--- config.mk ---
export PLATFORM = sky130hd
export DESIGN_NAME = etf_irq_ctrl
export DESIGN_NICKNAME = d
export VERILOG_FILES = /design/src/pkg/etf_pkg.sv /design/src/etf_edge_det.sv /design/src/etf_irq_ctrl.sv /design/src/etf_sticky.sv
export SDC_FILE = /design/constraint.sdc
export NUM_CORES = 1
export LEC_CHECK = 0
export BUFFER_PORTS_ARGS = -buffer_cell sky130_fd_sc_hd__buf_2
export CAP_MARGIN = 20
export CORE_ASPECT_RATIO = 0.9
export CORE_MARGIN = 2
export CORE_UTILIZATION = 26
export CTS_CLUSTER_DIAMETER = 120
export CTS_CLUSTER_SIZE = 28
export DETAILED_ROUTE_END_ITERATION = 6
export GPL_TIMING_DRIVEN = 0
export PLACE_DENSITY = 0.42
export SYNTH_ARGS = -nofsm -noshare
export SYNTH_HDL_FRONTEND = slang
export SYNTH_SLANG_ARGS = --single-unit
export TNS_END_PERCENT = 5
--- constraint.sdc ---
create_clock -name core_clk_i -period 2.2 [get_ports core_clk_i]
set_input_delay 0.11 -clock core_clk_i [delete_from_list [all_inputs] [get_ports core_clk_i]]
set_output_delay 0.11 -clock core_clk_i [all_outputs]
set_load 0.02 [all_outputs]
--- src/pkg/etf_pkg.sv ---
package etf_pkg;
  // register port
  localparam int ETF_AW = 8;
  localparam int ETF_DW = 8;
  localparam logic [7:0] ETF_OFS_EDGE = 8'hbf;
  localparam logic [7:0] ETF_OFS_IRQ_EN = 8'hc0;
  localparam logic [7:0] ETF_OFS_IRQ_FLAG = 8'hc1;
  localparam logic [7:0] ETF_OFS_CTRL = 8'hc2;
  localparam logic [7:0] ETF_OFS_EVT_STAT = 8'hc3;
  localparam logic [7:0] ETF_OFS_EVT_MASK = 8'hc4;
  localparam logic [7:0] ETF_OFS_STATE = 8'hc5;
  // request sources, bit positions in enable and flag registers
  localparam int ETF_NSRC = 5;
  localparam int ETF_SRC_EXT = 0;
  localparam int ETF_SRC_T0 = 1;
  localparam int ETF_SRC_T1 = 2;
  localparam int ETF_SRC_T2 = 3;
  localparam int ETF_SRC_PWM = 4;
  localparam int ETF_NTMR = 4;
  // control register field
  localparam int ETF_CTRL_GIE = 7;
  // event status bits
  localparam int ETF_NEVT = 3;
  localparam int ETF_EVT_VEC = 0;
  localparam int ETF_EVT_WAKE = 1;
  localparam int ETF_EVT_RET = 2;
  // reset values
  localparam logic [1:0] ETF_EDGE_RST = 2'h0;
  localparam logic [4:0] ETF_EN_RST = 5'h00;
  localparam logic [2:0] ETF_MASK_RST = 3'h0;
  // program counter and vector
  localparam int ETF_PC_W = 12;
  localparam logic [11:0] ETF_VECTOR_ADDR = 12'h008;
  // synchroniser arm delay in cycles
  localparam int ETF_ARM_LEN = 3;

  typedef enum logic [1:0] {
    ETF_EDGE_RSVD = 2'b00,
    ETF_EDGE_RISE = 2'b01,
    ETF_EDGE_FALL = 2'b10,
    ETF_EDGE_BOTH = 2'b11
  } etf_edge_t;

  typedef enum logic {
    ETF_SVC_IDLE = 1'b0,
    ETF_SVC_BUSY = 1'b1
  } etf_svc_t;

  typedef struct packed {
    logic [7:0] work_register;
    logic [7:0] status_flags;
  } etf_ctx_t;
endpackage : etf_pkg

--- src/etf_edge_det.sv ---
`timescale 1ns/1ps
`default_nettype none
module etf_edge_det (
  // clock and reset
  input wire logic core_clk_i,
  input wire logic rst_i,
  // pin and selection
  input wire logic pin_i,
  input wire etf_pkg::etf_edge_t sel_i,
  // detected edges, one-cycle pulses
  output logic rise_o,
  output logic fall_o,
  output logic hit_o
);
  import etf_pkg::*;
  logic sync1_q;
  logic sync2_q;
  logic prev_q;
  logic [ETF_ARM_LEN-1:0] arm_q;
  logic armed;
  always_ff @(posedge core_clk_i) begin
    if (rst_i) begin
      sync1_q <= 1'b0;
      sync2_q <= 1'b0;
      prev_q <= 1'b0;
      arm_q <= '0;
    end else begin
      sync1_q <= pin_i;
      sync2_q <= sync1_q;
      prev_q <= sync2_q;
      arm_q <= {arm_q[ETF_ARM_LEN-2:0], 1'b1};
    end
  end
  // no edge until the chain holds real pin samples
  assign armed = arm_q[ETF_ARM_LEN-1];
  // compare samples
  assign rise_o = armed && sync2_q && !prev_q;
  assign fall_o = armed && !sync2_q && prev_q;
  // edge select decode
  assign hit_o = (sel_i == ETF_EDGE_RISE) ? rise_o :
                 (sel_i == ETF_EDGE_FALL) ? fall_o :
                 (sel_i == ETF_EDGE_BOTH) ? (rise_o | fall_o) : 1'b0;
endmodule : etf_edge_det
`default_nettype wire

--- src/etf_irq_ctrl.sv ---
// Notes on behaviour
// The edge select field picks rising (01), falling (10) or both (11) edges; 00 picks none.
// The external flag sets on a selected pin edge only while its enable bit is one.
// An enabled external edge loads the program counter with vector address 8.
// A selected pin edge during power-down is latched, wakes the core and is served first.
// A timer 0 overflow sets the timer 0 flag whatever its enable bit holds.
// Timer 0 overflow vectors only when its enable bit is one; the flag sets anyway.
// Timer 1 overflow sets its flag always and vectors only when enabled.
// Timer 2 overflow sets its flag always and vectors only when enabled.
// The pwm timer overflow sets its flag always and vectors only when enabled.
// A flag set while its source was disabled never vectors when enabled later.
// Software clears a request flag by writing zero to it.
// Software loads the same start count into a reloading timer and its reload buffer.
// Vectoring needs the global enable, which is cleared on entry and set by return.
// Work register and status flags are saved in one buffer on entry, restored on return.
// Request flags stay set after their event until software clears them.
// The pin is synchronised and edges come from comparing two successive samples.
//
// Design decision made here: the address-and-strobe port.
`timescale 1ns/1ps
`default_nettype none
module etf_irq_ctrl (
  // clock and reset
  input wire logic core_clk_i,
  input wire logic rst_i,
  // register port
  input wire logic [etf_pkg::ETF_AW-1:0] reg_addr_i,
  input wire logic [etf_pkg::ETF_DW-1:0] reg_wdata_i,
  input wire logic reg_we_i,
  input wire logic reg_re_i,
  output logic [etf_pkg::ETF_DW-1:0] reg_rdata_o,
  // external pin and power state
  input wire logic ext_pin_irq_i,
  input wire logic power_down_i,
  output logic wake_o,
  // timer overflow pulses: t0, t1, t2, pwm
  input wire logic [etf_pkg::ETF_NTMR-1:0] tmr_ovf_i,
  // processor core
  input wire etf_pkg::etf_ctx_t ctx_i,
  input wire logic return_from_irq_i,
  output logic vec_load_o,
  output logic [etf_pkg::ETF_PC_W-1:0] vec_addr_o,
  output etf_pkg::etf_ctx_t ctx_o,
  output logic ctx_restore_o,
  output logic global_irq_enable_o,
  // system interrupt
  output logic irq_o
);
  import etf_pkg::*;

  logic [1:0] ext_edge_sel_q;
  logic [ETF_NSRC-1:0] irq_en_q;
  logic [ETF_NEVT-1:0] evt_mask_q;
  logic [ETF_NSRC-1:0] pend_q;
  logic [ETF_NSRC-1:0] pend_d;
  logic [ETF_NSRC-1:0] flag;
  logic [ETF_NEVT-1:0] evt_stat;
  logic [ETF_NEVT-1:0] evt_set;
  logic global_irq_enable_q;
  logic wake_q;
  logic vec_load_q;
  logic ctx_restore_q;
  logic buf_valid_q;
  etf_ctx_t ctx_buf_q;
  etf_ctx_t ctx_out_q;
  etf_svc_t svc_q;
  etf_svc_t svc_d;
  logic [ETF_DW-1:0] rdata_q;
  logic [ETF_DW-1:0] rdata_d;
  logic ext_hit;
  logic [ETF_NSRC-1:0] src_evt;
  logic [ETF_NSRC-1:0] flag_clr;
  logic wr_edge;
  logic wr_en;
  logic wr_flag;
  logic wr_ctrl;
  logic wr_stat;
  logic wr_mask;
  logic take;
  logic wake_set;

  // one port access aimed at one register offset
  function automatic logic reg_hit(input logic [ETF_AW-1:0] addr,
                                   input logic [ETF_AW-1:0] ofs);
    return addr == ofs;
  endfunction : reg_hit

  // register decode
  assign wr_edge = reg_we_i && reg_hit(reg_addr_i, ETF_OFS_EDGE);
  assign wr_en = reg_we_i && reg_hit(reg_addr_i, ETF_OFS_IRQ_EN);
  assign wr_flag = reg_we_i && reg_hit(reg_addr_i, ETF_OFS_IRQ_FLAG);
  assign wr_ctrl = reg_we_i && reg_hit(reg_addr_i, ETF_OFS_CTRL);
  assign wr_stat = reg_we_i && reg_hit(reg_addr_i, ETF_OFS_EVT_STAT);
  assign wr_mask = reg_we_i && reg_hit(reg_addr_i, ETF_OFS_EVT_MASK);

  // pin synchroniser and edge compare
  etf_edge_det u_edge (
    .core_clk_i(core_clk_i),
    .rst_i(rst_i),
    .pin_i(ext_pin_irq_i),
    .sel_i(etf_edge_t'(ext_edge_sel_q)),
    .rise_o(),
    .fall_o(),
    .hit_o(ext_hit)
  );

  // external request gated by enable
  assign src_evt[ETF_SRC_EXT] = ext_hit && irq_en_q[ETF_SRC_EXT];
  // timer flags set regardless of enable
  assign src_evt[ETF_SRC_PWM:ETF_SRC_T0] = tmr_ovf_i;

  // a written zero clears a flag
  assign flag_clr = wr_flag ? ~reg_wdata_i[ETF_NSRC-1:0] : '0;

  // sticky request flags, and sticky event status bits cleared by a written one
  genvar gi;
  generate
    for (gi = 0; gi < ETF_NSRC; gi++) begin : g_flag
      etf_sticky #(.CLR_VAL(1'b0)) u_flag (
        .core_clk_i(core_clk_i),
        .rst_i(rst_i),
        .set_i(src_evt[gi]),
        .wr_i(wr_flag),
        .wbit_i(reg_wdata_i[gi]),
        .q_o(flag[gi])
      );
    end
    for (gi = 0; gi < ETF_NEVT; gi++) begin : g_evt
      etf_sticky #(.CLR_VAL(1'b1)) u_evt (
        .core_clk_i(core_clk_i),
        .rst_i(rst_i),
        .set_i(evt_set[gi]),
        .wr_i(wr_stat),
        .wbit_i(reg_wdata_i[gi]),
        .q_o(evt_stat[gi])
      );
    end
  endgenerate

  // vector only for events enabled when they happened
  assign pend_d = (pend_q & ~flag_clr) | (src_evt & irq_en_q);

  // vector needs global enable, core awake and no service running
  assign take = global_irq_enable_q && !power_down_i && (svc_q == ETF_SVC_IDLE)
                && |(pend_q & flag);

  // wake latch on a selected edge in power-down
  assign wake_set = power_down_i && ext_hit;

  assign evt_set[ETF_EVT_VEC] = take;
  assign evt_set[ETF_EVT_WAKE] = wake_set;
  assign evt_set[ETF_EVT_RET] = return_from_irq_i;

  always_comb begin
    svc_d = svc_q;
    case (svc_q)
      ETF_SVC_IDLE: begin
        if (take) svc_d = ETF_SVC_BUSY;
      end
      ETF_SVC_BUSY: begin
        if (return_from_irq_i) svc_d = ETF_SVC_IDLE;
      end
      default: svc_d = ETF_SVC_IDLE;
    endcase
  end

  // read mux, unmapped addresses read zero
  always_comb begin
    rdata_d = '0;
    case (reg_addr_i)
      ETF_OFS_EDGE: rdata_d = {6'h00, ext_edge_sel_q};
      ETF_OFS_IRQ_EN: rdata_d = {3'h0, irq_en_q};
      ETF_OFS_IRQ_FLAG: rdata_d = {3'h0, flag};
      ETF_OFS_CTRL: rdata_d = {global_irq_enable_q, 7'h00};
      ETF_OFS_EVT_STAT: rdata_d = {5'h00, evt_stat};
      ETF_OFS_EVT_MASK: rdata_d = {5'h00, evt_mask_q};
      ETF_OFS_STATE: rdata_d = {5'h00, buf_valid_q, wake_q, svc_q == ETF_SVC_BUSY};
      default: rdata_d = '0;
    endcase
  end

  always_ff @(posedge core_clk_i) begin
    if (rst_i) begin
      ext_edge_sel_q <= ETF_EDGE_RST;
      irq_en_q <= ETF_EN_RST;
      evt_mask_q <= ETF_MASK_RST;
      rdata_q <= '0;
    end else begin
      if (wr_edge) ext_edge_sel_q <= reg_wdata_i[1:0];
      if (wr_en) irq_en_q <= reg_wdata_i[ETF_NSRC-1:0];
      if (wr_mask) evt_mask_q <= reg_wdata_i[ETF_NEVT-1:0];
      rdata_q <= reg_re_i ? rdata_d : '0;
    end
  end

  always_ff @(posedge core_clk_i) begin
    if (rst_i) begin
      pend_q <= '0;
      svc_q <= ETF_SVC_IDLE;
      wake_q <= 1'b0;
    end else begin
      pend_q <= pend_d;
      svc_q <= svc_d;
      // held until the core leaves power-down
      wake_q <= wake_set | (wake_q & power_down_i);
    end
  end

  // global enable: hardware wins over a software write
  always_ff @(posedge core_clk_i) begin
    if (rst_i) global_irq_enable_q <= 1'b0;
    else if (take) global_irq_enable_q <= 1'b0;
    else if (return_from_irq_i) global_irq_enable_q <= 1'b1;
    else if (wr_ctrl) global_irq_enable_q <= reg_wdata_i[ETF_CTRL_GIE];
  end

  // single level context buffer
  always_ff @(posedge core_clk_i) begin
    if (rst_i) begin
      ctx_buf_q <= '0;
      ctx_out_q <= '0;
      buf_valid_q <= 1'b0;
      ctx_restore_q <= 1'b0;
    end else begin
      ctx_restore_q <= return_from_irq_i && buf_valid_q;
      if (take) begin
        ctx_buf_q <= ctx_i;
        buf_valid_q <= 1'b1;
      end else if (return_from_irq_i) begin
        ctx_out_q <= ctx_buf_q;
        buf_valid_q <= 1'b0;
      end
    end
  end

  // one-cycle vector load
  always_ff @(posedge core_clk_i) begin
    if (rst_i) vec_load_q <= 1'b0;
    else vec_load_q <= take;
  end

  assign vec_load_o = vec_load_q;
  assign vec_addr_o = ETF_VECTOR_ADDR;
  assign ctx_o = ctx_out_q;
  assign ctx_restore_o = ctx_restore_q;
  assign global_irq_enable_o = global_irq_enable_q;
  assign wake_o = wake_q;
  assign reg_rdata_o = rdata_q;
  assign irq_o = |(evt_stat & evt_mask_q);
endmodule : etf_irq_ctrl
`default_nettype wire

--- src/etf_sticky.sv ---
`timescale 1ns/1ps
`default_nettype none
module etf_sticky #(
  parameter logic CLR_VAL = 1'b0
) (
  // clock and reset
  input wire logic core_clk_i,
  input wire logic rst_i,
  // event and software write
  input wire logic set_i,
  input wire logic wr_i,
  input wire logic wbit_i,
  // flag
  output logic q_o
);
  import etf_pkg::*;
  logic q_q;
  logic q_d;
  logic clr;
  assign clr = wr_i && (wbit_i == CLR_VAL);
  // set wins over a clear in the same cycle
  assign q_d = set_i | (q_q & ~clr);
  assign q_o = q_q;
  always_ff @(posedge core_clk_i) begin
    if (rst_i) q_q <= 1'b0;
    else q_q <= q_d;
  end
endmodule : etf_sticky
`default_nettype wire

==> out/results.ini <==
[clocking]
clockRootBuffer = clkbuf_16
clkLatencyLatePin_ns = 0.34
post_cts.repair.setup_buffers = 0
cts.clk_slew.worst_paths_ns = 0.06
cts-buffers-inserted = 9
cts-root-to-sink-buffers = 2
htree_levels = 3
cts_tree = built
cts_num_sinks = 73

[outcome]
result_of_the_run = finished clean

[critical_path]
cp-endpoint = ctx_o[8]
worst_ep_arrival_time_ns = 2.28
timing.critical_path.from = g_flag[2].u_flag.q_o
worstPathMaxFanout = 10
critical-path-top-cell-by-count = clkbuf_2
critical_path_cell_count = 6
cp_cell_sequence = a222oi_1, a21o_1, clkbuf_2, clkbuf_2, nand3_1, a21oi_1
crit_path_top_delay_cell = a222oi_1
worstSetupEndpointType = register
r2r-start = g_flag[2].u_flag.q_o
required_ns = 2.47
critical_path.reg2reg.endpoint = ctx_o[8]
worst_r2r_path_depth = 6
critical-path-top-delay-family = compound AO/OA/AOI/OAI gates
timing.reg2reg.setup_slack_ns = 0.19
crit_type = reg -> reg
critPathBufInv = 2
startpoint_type = register
critical-path-max-stage-delay_ns = 0.62

[logic_synthesis]
yosys.cell_types.count = 43
synth-seq-cells = 73
post_synth_main_area_contributors = dfxtp_1 (48%), a21oi_1 (7.6%), nand2_1 (6.6%), mux2i_1 (5.0%), buf_4 (3.5%)
synth.largest_area_cell = dfxtp_1
synthArstFlopShare = 0
post-synth-top-count-cell = dfxtp_1
synth_top_cell_area_share = 0.4836
synth_edf_count = 0
syn-instance-count = 346
ys.flop_type = dfxtp_1
share_of_synthesized_area_occupied_by_flip_flops_and_latches = 0.4836
most_frequent_cells_after_synthesis = dfxtp_1 (73), nand2_1 (53), a21oi_1 (46), clkbuf_1 (21), o21ai_0 (20)
syn_area_per_cell_um2 = 8.733
synth.cell_area_um2 = 3022
ys.warnings.count = 0

[global_route]
grt_util_all_layers = 0.1415
grt_max_degree = 13
antenna_violations_before_repair = 0
first_global_vias = 2613
grt_pass1_wl_um = 13710
global_route.overflow_total = 0

[layout]
finalCoreUtilization = 0.3450
num-fill-cells = 1253
drive_gt1_frac = 0.2562
area_growth_syn_to_layout_pct = 30.02
final_net_count = 479
antenna_cells = 0

[place]
routabilityCongestion = 0.7611
io_buffers = 64
dp_hpwl_um = 6394

[hold_path]
min-delay-path-class = in -> reg

[sta]
slew_headroom = 0.5761
layout_min_cycle_time_ns = 2.015
fmaxAchievable_mhz = 496.4
final.period_utilization = 0.9157
setup-violations-final = 0
rsz0062_at_grt = no
worst-slew-pin-transition_ns = 0.6358
final-hold-violation-count = 0
timing.setup.tns_ns = 0
final_report_max_slew_violation_count = 0
final.setup_skew_ns = 0.005938

[routing]
detail-route-antenna-nets = 0
detail_route.drc_violations = 0
via_count = 2649
firstDrtPassIters = 4
drt_iter0_markers = 79
viasPerCell = 4.437
routed_wire_length_per_instance_um = 14.27
postRouteWirelength_um = 8517

[floorplan]
ios = 84
floorplan.die_area_um2 = 12500
die_h_um = 106.3
floorplan.die.width_um = 117.6
std_cell_rows = 37
coreArea_um2 = 11390
floorplan.initialDensity = 0.2653

[flow_run]
maximum_capacitance_violations = 0

[pwr]
ir_drop_uv = 349.9
power_leakage_nw = 1.579
power-per-cell-area_nw_per_um2 = 774.4

stage by stage:
stage | hold WS (ns) | cell area [µm²] | setup slack, ns | instances | power (mW)
finish | 0.01027 | 3929 | 0.1854 | 597 | 3.042
global route | 0.01810 | 3929 | 0.03263 | 597 | 3.156
CTS | 0.005320 | 3921 | 0.001535 | 597 | 3.076
detailed placement | 0.3282 | 3582 | 0.03743 | 578 | 1.571
global placement | 0.3200 | 3582 | 0.04812 | 578 | 1.572
floorplan | 0.2269 | 3067 | 0.4452 | 358 | 1.484
worst min path at each step:
| stage | startpoint | endpoint | slack (ns) | depth (start not counted) |
|---|---|---|---|---|
| floorplan | tmr_ovf_i[0] | g_flag[1].u_flag.q_o | 0.23 | 1 |
| global placement | ext_pin_irq_i | u_edge.sync1_q | 0.32 | 2 |
| detailed placement | ext_pin_irq_i | u_edge.sync1_q | 0.33 | 2 |
| CTS | ctx_i[4] | ctx_buf_q[4] | 0.005 | 3 |
| global route | ctx_i[6] | ctx_buf_q[6] | 0.02 | 3 |
| finish | ctx_i[9] | ctx_buf_q[9] | 0.01 | 3 |
sequential cells by signal (all words and copies together), names as in the netlist:
signal	cells
ctx_buf_q	16
ctx_o	16
reg_rdata_o	6
g_flag.u_flag.q_o	5
irq_en_q	5
pend_q	5
evt_mask_q	3
g_evt.u_evt.q_o	3
u_edge.arm_q	3
ext_edge_sel_q	2
buf_valid_q	1
ctx_restore_o	1
global_irq_enable_o	1
svc_q	1
u_edge.prev_q	1
u_edge.sync1_q	1
u_edge.sync2_q	1
vec_load_o	1
wake_o	1
cells by family (layout without fill, tap and decap cells):
kind of cell    after synthesis  after routing  share of synthesized area
flops                        73             73                     0.4836
mux                          17             17                    0.06459
buf+inv                      45            128                    0.07619
other cells                   2             14                   0.002485
simple gates                123            123                     0.2099
compound gates               86             86                     0.1631
what timing repair did:
action	4_1_cts	5_1_grt
setup endpoints to repair	1	33
hold endpoints to repair	3	0
resized for setup	1	8
hold buffers	3	0
where the power goes:
group	internal [mW]	leakage, nW	switching [mW]	total (mW)
registers	1.34	0.591	0.0114	1.35
logic	0.0758	0.840	0.122	0.198
clock network	0.940	0.149	0.557	1.50
cell type report:
class                   instances  area, µm²  share of cell area
multi-input cells             240       1379              0.3510
repair buffers                 67      350.3             0.08917
clock buffers                  12      256.5             0.06529
well taps                     156      195.2             0.04968
clock inverters                 4      51.30             0.01306
inverters                       7      26.28            0.006688
flip-flops and latches         73       1461              0.3720
plain buffers                  38      209.0             0.05318
per-layer routing:
layer / routed length [µm] / track usage / vias to the layer above
met5: 0 / 0 / -
met4: 138 / 0.06196 / 0
met3: 356 / 0.02843 / 12
met2: 3600 / 0.2110 / 54
met1: 4422 / 0.1977 / 1218
li1: - / - / 1365
cell usage in the layout, fill, tap and decap left out, types with 2 or more instances in the layout:
cell type      netlist  routed
clkbuf_16            0       9
buf_4               14      14
o21ai_0             20      20
a21oi_1             46      45
nor2_1              14      14
nand3b_1             4       4
o2bb2ai_1            2       2
nor2_2               2       2
nand4b_1             5       5
o21ai_2              4       4
nor4b_1              2       2
nand2b_1             3       3
dfxtp_1             73      73
buf_1                1       2
nand3_1             17      17
o22ai_1              4       4
mux4_2               2       2
nor2b_1              5       5
mux2i_1             15      15
dlygate4sd3_1        0       3
conb_1               2      14
clkbuf_2             0       4
buf_2                1      65
nand4_1              3       3
inv_1                7       7
a222oi_1             2       2
nand2_1             53      53
clkbuf_1            21      17
a22oi_1              2       2
clkbuf_8             0       2
nor3_1               6       6
worst min-delay path: cells and delay by family:
kind	cells	cell delay, ns
AO/OA/AOI/OAI	1	0.05
AND/OR/NAND/NOR	1	0.05
buffers and inverters	1	0.10
Power figures use the tool's default switching activity.
